### src/shared/seh_pkg.sv
// Constants, commands and state types for the serial EEPROM front end
package seh_pkg;

    // ****************************************
    // Commands
    // ****************************************
    localparam logic [7:0] WRITE_ENABLE_CMD = 8'h06;
    localparam logic [7:0] WRITE_DISABLE_CMD = 8'h04;
    localparam logic [7:0] STATUS_READ_CMD = 8'h05;
    localparam logic [7:0] STATUS_WRITE_CMD = 8'h01;
    localparam logic [7:0] ARRAY_WRITE_CMD = 8'h02;
    localparam logic [7:0] SECTOR_WRITE_CMD = 8'h82;

    // ****************************************
    // Status register layout and reset values
    // ****************************************
    localparam int BUSY_POS = 0;
    localparam int LATCH_POS = 1;
    localparam int PROTECT_LO_POS = 2;
    localparam int PROTECT_HI_POS = 3;
    localparam int LOCK_POS = 7;
    localparam logic [1:0] PROTECT_RESET = 2'h0;
    localparam logic LOCK_RESET = 1'b0;
    localparam logic LATCH_RESET = 1'b0;

    // ****************************************
    // Protection levels and address ranges
    // ****************************************
    localparam logic [1:0] PROTECT_NONE = 2'h0;
    localparam logic [1:0] PROTECT_QUARTER = 2'h1;
    localparam logic [1:0] PROTECT_HALF = 2'h2;
    localparam logic [1:0] PROTECT_ALL = 2'h3;
    localparam logic [1:0] QUARTER_TOP = 2'h3;
    localparam int ADDR_W = 10;

    // ****************************************
    // Frame bit counts
    // ****************************************
    localparam int CNT_W = 16;
    localparam logic [CNT_W-1:0] CNT_MAX = 16'hffff;
    localparam logic [CNT_W-1:0] OPCODE_BITS = 16'h0008;
    localparam logic [CNT_W-1:0] STATUS_WRITE_BITS = 16'h0010;
    localparam logic [CNT_W-1:0] ADDR_DONE_BITS = 16'h0018;
    localparam logic [CNT_W-1:0] WRITE_MIN_BITS = 16'h0020;

    // ****************************************
    // Timing
    // ****************************************
    localparam int CLK_PERIOD_NS = 10;
    localparam int WRITE_TIME_NS = 5_000_000;
    localparam int WRITE_CYCLES = WRITE_TIME_NS / CLK_PERIOD_NS;
    localparam int TMR_W = 20;

    // ****************************************
    // State types
    // ****************************************
    localparam int SYNC_W = 5;
    localparam logic [SYNC_W-1:0] SYNC_IDLE = 5'h1f;

    typedef struct packed {
        logic [SYNC_W-1:0] stage1;
        logic [SYNC_W-1:0] stage2;
    } seh_sync_s;

    typedef struct packed {
        logic sclk_d;
        logic cs_d;
        logic paused;
        logic [CNT_W-1:0] cnt;
        logic [15:0] sh;
        logic [7:0] op;
        logic drop;
        logic [ADDR_W-1:0] addr;
        logic [7:0] sr_new;
        logic pend_sr;
        logic write_enable_latch;
        logic busy_flag;
        logic [1:0] protect_level;
        logic status_lock_bit;
        logic [TMR_W-1:0] tmr;
        logic rd_on;
        logic dout;
        logic doe;
    } seh_state_s;

endpackage : seh_pkg

### src/design/seh_front.sv
// Serial EEPROM front end: SPI timing, pause and write protection
// Functional notes
// Capture serial input on each serial clock rising edge.
// Drive serial output bits changing on serial clock falling edges.
// Work in mode 0 and mode 3 clock idle levels.
// Master selects chip before asserting pause; pause only while selected.
// Enter pause on pause fall if clock low, else after next clock fall.
// Leave pause on pause rise if clock low, else after next clock fall.
// While paused, output high impedance; input and clock ignored.
// Pause keeps partial instruction and data; transfer resumes where it stopped.
// Master keeps chip select low during pause; raising it resets state.
// Power-up leaves write-enable latch cleared.
// Array and status writes accepted only with write-enable latch set.
// Write-type command executes only if clock count is multiple of eight.
// Protect levels: none, 300h-3ffh, 200h-3ffh, all; protected writes refused. Only array writes are checked; sector write (82h) ignores protection.
// Busy flag at bit 0 reads 1 during write cycles, else 0.
// While busy, every command except status read is ignored.
// Write-enable command sets write-enable latch at bit 1.
// Latch cleared at power-up, write disable and after every write.
// Protect bits at bits 3 and 2, written by status write, default 0.
// Lock bit set and guard pin low refuses status writes.
// Opcode 06h then chip select rising sets write-enable latch.
// Opcode 04h clears write-enable latch.
// Opcode 05h streams status MSB first repeatedly, even while busy.
// Opcode 01h needs exactly one data byte then chip select rising.
// Lock bit at bit 7; bits 6 to 4 read zero, never written.
// Chip select high tri-states output and drops partial command bits.
`timescale 1ns/1ps
module seh_front #(
    parameter int unsigned WRITE_CYCLES = seh_pkg::WRITE_CYCLES
) (
    input wire logic clk,
    input wire logic resetn,
    input wire logic spi_cs_n,
    input wire logic spi_clk,
    input wire logic spi_di,
    input wire logic hold_n,
    input wire logic write_guard_n,
    output logic spi_do,
    output logic spi_do_oe
);

    // ****************************************
    // Parameter check
    // ****************************************
    if (WRITE_CYCLES < 1 || WRITE_CYCLES >= (1 << seh_pkg::TMR_W)) begin : g_bad_cycles
        $error("WRITE_CYCLES out of timer range");
    end

    localparam logic [seh_pkg::TMR_W-1:0] TMR_LOAD = seh_pkg::TMR_W'(WRITE_CYCLES - 1);

    function automatic logic [7:0] status_of(input seh_pkg::seh_state_s s);
        logic [7:0] v;
        v = 8'h00;
        v[seh_pkg::BUSY_POS] = s.busy_flag;
        v[seh_pkg::LATCH_POS] = s.write_enable_latch;
        v[seh_pkg::PROTECT_LO_POS] = s.protect_level[0];
        v[seh_pkg::PROTECT_HI_POS] = s.protect_level[1];
        v[seh_pkg::LOCK_POS] = s.status_lock_bit;
        return v;
    endfunction : status_of

    // ****************************************
    // Pin synchronisation
    // ****************************************
    logic [seh_pkg::SYNC_W-1:0] pins_s;
    logic cs_s;
    logic sclk_s;
    logic di_s;
    logic hold_s;
    logic guard_s;

    seh_sync u_sync (
        .clk(clk),
        .resetn(resetn),
        .async_in({spi_cs_n, spi_clk, spi_di, hold_n, write_guard_n}),
        .sync_out(pins_s)
    );

    assign cs_s = pins_s[4];
    assign sclk_s = pins_s[3];
    assign di_s = pins_s[2];
    assign hold_s = pins_s[1];
    assign guard_s = pins_s[0];

    // ****************************************
    // State and events
    // ****************************************
    seh_pkg::seh_state_s st_reg;
    seh_pkg::seh_state_s st_next;
    logic rise;
    logic fall;
    logic cs_rise;
    logic frame_ok;
    logic prot_hit;
    logic [7:0] cur_status;
    logic [7:0] rx_byte;

    // Edges only count while selected and not paused
    assign rise = sclk_s && !st_reg.sclk_d && !cs_s && !st_reg.paused;
    assign fall = !sclk_s && st_reg.sclk_d && !cs_s && !st_reg.paused;
    assign cs_rise = cs_s && !st_reg.cs_d;
    assign frame_ok = (st_reg.cnt[2:0] == 3'h0);
    assign cur_status = status_of(st_reg);
    assign rx_byte = {st_reg.sh[6:0], di_s};

    seh_prot u_prot (
        .level(st_reg.protect_level),
        .addr(st_reg.addr),
        .hit(prot_hit)
    );

    // ****************************************
    // Next-state logic
    // ****************************************
    always_comb begin
        st_next = st_reg;
        st_next.sclk_d = sclk_s;
        st_next.cs_d = cs_s;
        if (cs_s) begin
            // Deselect drops the partial command
            st_next.paused = 1'b0;
            st_next.cnt = '0;
            st_next.op = 8'h00;
            st_next.drop = 1'b0;
            st_next.rd_on = 1'b0;
        end else begin
            // Pause level only follows the pin while the clock is low
            if (!sclk_s) begin
                st_next.paused = !hold_s;
            end
            if (rise) begin
                st_next.sh = {st_reg.sh[14:0], di_s};
                if (st_reg.cnt != seh_pkg::CNT_MAX) begin
                    st_next.cnt = st_reg.cnt + 16'h0001;
                end
                if (st_reg.cnt == seh_pkg::OPCODE_BITS - 16'h0001) begin
                    st_next.op = rx_byte;
                    st_next.drop = st_reg.busy_flag && (rx_byte != seh_pkg::STATUS_READ_CMD);
                end
                if (st_reg.cnt == seh_pkg::STATUS_WRITE_BITS - 16'h0001 &&
                    st_reg.op == seh_pkg::STATUS_WRITE_CMD && !st_reg.drop) begin
                    st_next.sr_new = rx_byte;
                end
                if (st_reg.cnt == seh_pkg::ADDR_DONE_BITS - 16'h0001) begin
                    st_next.addr = {st_reg.sh[8:0], di_s};
                end
            end
            // Status streams out live, MSB first, wrapping every byte
            if (fall && st_reg.op == seh_pkg::STATUS_READ_CMD && !st_reg.drop &&
                st_reg.cnt >= seh_pkg::OPCODE_BITS) begin
                st_next.dout = cur_status[~st_reg.cnt[2:0]];
                st_next.rd_on = 1'b1;
            end
        end
        st_next.doe = st_next.rd_on && !st_next.paused;

        // Self-timed cycle
        if (st_reg.busy_flag) begin
            if (st_reg.tmr == '0) begin
                st_next.busy_flag = 1'b0;
                st_next.write_enable_latch = 1'b0;
                if (st_reg.pend_sr) begin
                    st_next.pend_sr = 1'b0;
                    st_next.status_lock_bit = st_reg.sr_new[seh_pkg::LOCK_POS];
                    st_next.protect_level = {st_reg.sr_new[seh_pkg::PROTECT_HI_POS],
                                             st_reg.sr_new[seh_pkg::PROTECT_LO_POS]};
                end
            end else begin
                st_next.tmr = st_reg.tmr - 1'b1;
            end
        end

        // Commands execute on deselect
        if (cs_rise && !st_reg.drop && !st_reg.busy_flag && frame_ok) begin
            case (st_reg.op)
                seh_pkg::WRITE_ENABLE_CMD: begin
                    if (st_reg.cnt == seh_pkg::OPCODE_BITS) begin
                        st_next.write_enable_latch = 1'b1;
                    end
                end
                seh_pkg::WRITE_DISABLE_CMD: begin
                    if (st_reg.cnt == seh_pkg::OPCODE_BITS) begin
                        st_next.write_enable_latch = 1'b0;
                    end
                end
                seh_pkg::STATUS_WRITE_CMD: begin
                    if (st_reg.cnt == seh_pkg::STATUS_WRITE_BITS &&
                        st_reg.write_enable_latch &&
                        !(st_reg.status_lock_bit && !guard_s)) begin
                        st_next.busy_flag = 1'b1;
                        st_next.pend_sr = 1'b1;
                        st_next.tmr = TMR_LOAD;
                    end
                end
                seh_pkg::ARRAY_WRITE_CMD: begin
                    if (st_reg.cnt >= seh_pkg::WRITE_MIN_BITS &&
                        st_reg.write_enable_latch && !prot_hit) begin
                        st_next.busy_flag = 1'b1;
                        st_next.tmr = TMR_LOAD;
                    end
                end
                seh_pkg::SECTOR_WRITE_CMD: begin
                    if (st_reg.cnt >= seh_pkg::WRITE_MIN_BITS && st_reg.write_enable_latch) begin
                        st_next.busy_flag = 1'b1;
                        st_next.tmr = TMR_LOAD;
                    end
                end
                default: begin
                end
            endcase
        end
    end

    // ****************************************
    // State register
    // ****************************************
    always_ff @(posedge clk or negedge resetn) begin
        if (!resetn) begin
            st_reg <= '0;
            st_reg.sclk_d <= 1'b0;
            st_reg.cs_d <= 1'b1;
            st_reg.write_enable_latch <= seh_pkg::LATCH_RESET;
            st_reg.protect_level <= seh_pkg::PROTECT_RESET;
            st_reg.status_lock_bit <= seh_pkg::LOCK_RESET;
        end else begin
            st_reg <= st_next;
        end
    end

    assign spi_do = st_reg.dout;
    assign spi_do_oe = st_reg.doe;
endmodule : seh_front

### src/design/seh_prot.sv
// Block-protect address range decoder
`timescale 1ns/1ps
module seh_prot (
    input wire logic [1:0] level,
    input wire logic [seh_pkg::ADDR_W-1:0] addr,
    output logic hit
);

    always_comb begin
        case (level)
            seh_pkg::PROTECT_NONE: hit = 1'b0;
            seh_pkg::PROTECT_QUARTER: hit = (addr[9:8] == seh_pkg::QUARTER_TOP);
            seh_pkg::PROTECT_HALF: hit = addr[9];
            seh_pkg::PROTECT_ALL: hit = 1'b1;
            default: hit = 1'b1;
        endcase
    end

endmodule : seh_prot

### src/design/seh_sync.sv
// Two-stage synchroniser for the serial pins
`timescale 1ns/1ps
module seh_sync (
    input wire logic clk,
    input wire logic resetn,
    input wire logic [seh_pkg::SYNC_W-1:0] async_in,
    output logic [seh_pkg::SYNC_W-1:0] sync_out
);

    seh_pkg::seh_sync_s st_reg;
    seh_pkg::seh_sync_s st_next;

    always_comb begin
        st_next = st_reg;
        st_next.stage1 = async_in;
        st_next.stage2 = st_reg.stage1;
    end

    // Idle levels are constants so reset loads no port value
    always_ff @(posedge clk or negedge resetn) begin
        if (!resetn) begin
            st_reg <= '{stage1: seh_pkg::SYNC_IDLE, stage2: seh_pkg::SYNC_IDLE};
        end else begin
            st_reg <= st_next;
        end
    end

    assign sync_out = st_reg.stage2;

endmodule : seh_sync

### config.mk
export PLATFORM = sky130hd
export DESIGN_NAME = seh_front
export DESIGN_NICKNAME = d
export VERILOG_FILES = /design/src/shared/seh_pkg.sv /design/src/design/seh_front.sv /design/src/design/seh_prot.sv /design/src/design/seh_sync.sv
export SDC_FILE = /design/constraint.sdc
export NUM_CORES = 1
export LEC_CHECK = 0
export BUFFER_PORTS_ARGS = -buffer_cell sky130_fd_sc_hd__buf_4
export CAP_MARGIN = 15
export CORE_AREA = 2 2 85 87
export DETAILED_ROUTE_END_ITERATION = 10
export DIE_AREA = 0 0 87 89
export PLACE_DENSITY = 0.78
export SLEW_MARGIN = 5
export SYNTH_ARGS = -nofsm -noshare
export SYNTH_HDL_FRONTEND = slang
export SYNTH_HIERARCHICAL = 1
export SYNTH_SLANG_ARGS = --single-unit
### constraint.sdc
create_clock -name clk -period 4.9 [get_ports clk]
set_clock_uncertainty 0.05 [all_clocks]
set_input_delay 0.98 -clock clk [delete_from_list [all_inputs] [get_ports clk]]
set_output_delay 0.98 -clock clk [all_outputs]
set_load 0.005 [all_outputs]
### Word level (Yosys, flattened, before mapping)

Cells that the tools add are included.

| word-level totals | value |
|---|---|
| bits in registers | 101 |
| input bits | 7 |
| output and inout port bits | 2 |
| word-level logic and storage cells | 123 |

| operators by class | value |
|---|---|
| add/sub/neg operators | 2 |
| order comparisons | 3 |
| eq/ne operators | 17 |
| multiplexer cells | 32 |
| bitwise operators | 2 |
| reductions and logical operators | 47 |

Operators by type and width:

| cell | number |
|---|---|
| $mux 20 | 5 |
| $pmux 20 s3 | 1 |
| $mux 59 | 1 |
| $eq 16x4->1 const B | 2 |
| $eq 16x5->1 const B | 2 |
| $mux 26 | 1 |
| $eq 8x3->1 const B | 3 |
| $logic_and 1x1->1 | 22 |
| $logic_not 20->1 | 1 |
| $sub 20x1->20 const B | 1 |
| $mux 9 | 2 |
| $mux 17 | 1 |
| $add 16x1->16 const B | 1 |
| $eq 16x3->1 const B | 1 |
| $ge 16x4->1 const B | 1 |
| $ge 16x6->1 const B | 1 |
| $mux 16 | 1 |
| $ne 16x16->1 const B | 1 |
| $logic_not 1->1 | 12 |
| $mux 1 | 10 |
| $mux 10 | 1 |
| $reduce_and 3->1 | 3 |
| $eq 8x1->1 const B | 1 |
| $eq 8x2->1 const B | 1 |
| 19 further kinds | 27 |

### Depth between registers and ports, before layout

| logic depth | value |
|---|---|
| word-level depth | 10 |
| depth in mapped cells | 8 |
| gate-level depth less buffers | 7 |

### Modules after synthesis

The synthesis kept the hierarchy.

Modules (own cells, without submodules):

| module | times used | cells each | area each (um^2) | sequential area each (um^2) |
|---|---|---|---|---|
| seh_front | 1 | 346 | 3875.0 | 1978.1 |
| seh_sync | 1 | 10 | 262.8 | 262.8 |
| seh_prot | 1 | 3 | 13.8 | 0.0 |

### Worst setup path before layout

OpenSTA, ideal clock, no wires.

| timing | value |
|---|---|
| path type | register -> register |
| from | register st_reg[17] (netlist bit) |
| to | register st_reg[8] (netlist bit) |
| library setup time | 133 ps |
| data arrival time | 2002 ps |
| data required time | 4717 ps |
| slack | 2716 ps |
| stages on the path, launching flop included | 7 |
| buffers on the path | 1 |
| clock period less this slack | 2184 ps |
| cells stage by stage | dfrtp_1 or4_4 or4_4 buf_6 o211ai_1 xor2_1 nor2_1 |

RTL lines:

| what | line | text |
|---|---|---|
| start, declared | seh_front.sv:89 | `seh_pkg::seh_state_s st_reg;` |
| start signal, assigned | seh_front.sv:227 | `st_reg <= st_next;` |

### Worst setup path in the final report

| timing | value |
|---|---|
| from | register u_sync.st_reg, in the netlist u_sync/sync_out[3] |
| to | register st_reg[51] (netlist bit) |

| between the ends | value |
|---|---|
| word-level cells in the longest chain between the ends | 5 |

RTL lines:

| what | line | text |
|---|---|---|
| start, declared | seh_sync.sv:10 | `seh_pkg::seh_sync_s st_reg;` |
| start signal, assigned | seh_sync.sv:22 | `st_reg <= '{stage1: seh_pkg::SYNC_IDLE, stage2: seh_pkg::SYNC_IDLE};` |
| start signal, assigned | seh_sync.sv:24 | `st_reg <= st_next;` |
| $logic_and 1x1->1 (3 in a row) | seh_front.sv:100 | `assign rise = sclk_s && !st_reg.sclk_d && !cs_s && !st_reg.paused;` |
| $reduce_bool 2->1 (no source line) | - |  |
| $reduce_and 2->1 (no source line) | - |  |

Every way passes these cells.
A chain may end at the register's enable or synchronous reset.

==> impl_metrics.toml <==
[sta]
worst_slew_pin_slew_ns = 0.9818
period_share_pct = 51.23
timing.fmax_mhz = 398.4
report.final.hold_viol_count = 0
min_period_ns = 2.510
relSlewSlack_pct = 34.55
fin_setup_tns_ns = 0
setup_viol = 0
fin_hold_ws_ns = 0.3094
slew_violations = 0
rsz0062_at_grt = "no"

[clock_network]
cts_tree = "built"
cts_resized = 0
cts_root_buf = "clkbuf_8"
clockBufferDepth = 2
cts_setup_buffers = 0
cts-hold-fix-buffers = 0
cts_buffers = 9
htreeDepth = 3
clk_latency_ns = 0.35
cts.sinks = 81
clk_pin_slew_ns = 0.09

[status]
run_status = "completed"

[routing]
dr_total_vias = 2626
initialDrtViolationCount = 212
first_pass_iters = 4
ant_nets = 0
routed_wl_um = 7160
via_per_inst = 6.079
avgRoutedWirePerCell_um = 16.57
drc = 0

[cells_and_area]
diodes = 0
nFillCells = 519
nNetsFinal = 358
largest_reg_flops = 57
area_delta_synth_final_pct = 8.587
drive_above_1_share_pct = 19.03
final_util_pct = 62.40

[synthesis]
syn_area_um2 = 3861
ys_warn_count = 6
avgSynthCellArea_um2 = 11.26
syn_nets = 354
synth_cells = 343

[worst_setup_path]
cp_cell_sequence = "nor3b_2, and2_0, nand2_1, nor4_2, a22o_1"
start_kind = "flop"
path_class = "reg -> reg"
worstPathMaxFanout = 9
slowest_stage = "nor4_2"
arrival_ns = 2.75
slowest_delay_ns = 0.64
required_ns = 5.14
worstSetupEndpointType = "flop"

[floorplan]
dieHeight_um = 89
start_util_pct = 57.47
chipWidth_um = 87
dieArea_um2 = 7743
core-area_um2 = 6719
rows = 30
io_pins = 9

[global_routing]
grt_pass1_vias = 2566
grt-ovfl-total = 0
grt_max_degree = 82
grt_usage_pct = 21.20
antenna_found_initial = 0
grt_first_pass_wirelength_um = 12530

[power]
leakage_nw = 1.837
ir_worst_vdd_mv = 0.2441
power_density_nw_per_um2 = 330.3

[worst_hold_path]
hold_path_class = "reg -> reg"

[job]
drv_cap = 0

[placement]
hpwlAfterDp_um = 4873
io_buffers = 8
gp_congestion = 0.8801
-- critical path, delay by kind of cell, from the launching register on --
family,cells,cell delay (ns)
and+or+nand+nor,4,1.61
DFF,1,0.56
AOI/OAI and AO/OA,1,0.23
-- final cells by class --
| cell class | count | area [um^2] | share of cell area [%] |
|---|---|---|---|
| Clock inverter | 6 | 115.1 | 2.745 |
| Sequential cell | 81 | 2041 | 48.67 |
| Timing Repair Buffer | 9 | 67.56 | 1.611 |
| Multi-Input combinational cell | 236 | 1704 | 40.64 |
| Inverter | 10 | 37.54 | 0.8953 |
| Clock buffer | 10 | 127.6 | 3.044 |
| Tap cell | 80 | 100.1 | 2.387 |
-- through the flow --
stage | setup WS (ns) | instances | power, W | area [um^2]
3_3_place_gp | 2.536 | 416 | 0.0008129 | 3950
6_report | 2.390 | 432 | 0.001385 | 4193
4_1_cts | 2.391 | 432 | 0.001403 | 4193
3_5_place_dp | 2.432 | 416 | 0.0008153 | 3950
2_1_floorplan | 2.716 | 343 | 0.0007794 | 3861
5_1_grt | 2.127 | 432 | 0.001440 | 4193
-- layout by cell type, fill, tap and decap left out, types with 6 or more instances in the layout --
cell type,count
dfrtp_1,70
nor2_1,26
nand2_1,24
xnor2_1,17
nor3_1,15
mux2_2,14
a21oi_1,11
dfstp_2,11
inv_1,10
a22o_1,10
nor4_1,9
clkbuf_8,9
buf_4,9
o21ai_0,7
xor2_1,7
or3_1,6
-- final timing paths --
check,startpoint,to,slack [ns],cells past startpoint
setup / recovery,u_sync/sync_out[3]$_DFF_PN1_,st_reg[51]$_DFFE_PN0P_,2.39,5
hold / removal,u_sync/st_next[0]$_DFF_PN1_,u_sync/sync_out[0]$_DFF_PN1_,0.31,0
setup reg to reg,u_sync/sync_out[3]$_DFF_PN1_,st_reg[51]$_DFFE_PN0P_,2.39,5
hold reg to reg,u_sync/st_next[0]$_DFF_PN1_,u_sync/sync_out[0]$_DFF_PN1_,0.31,0
max in group asynchronous,resetn,st_reg[20]$_DFF_PN0_,3.44,1
min in group asynchronous,resetn,st_reg[87]$_DFFE_PN0P_,0.73,1
-- power by group --
part / internal [W] / switching, W
Sequential: 0.000704 / 0.0000370
Clock: 0.000342 / 0.000244
Combinational: 0.0000309 / 0.0000275
Total: 0.00108 / 0.000308
-- metal layers --
metal	routed length [um]	global-route usage, %	share of wire [%]
met4	136	9.233	1.9
met5	0	0	0
met3	305	4.986	4.3
met2	3389	32.20	47
met1	3328	29.43	46
(Power assumes the default switching activity.)
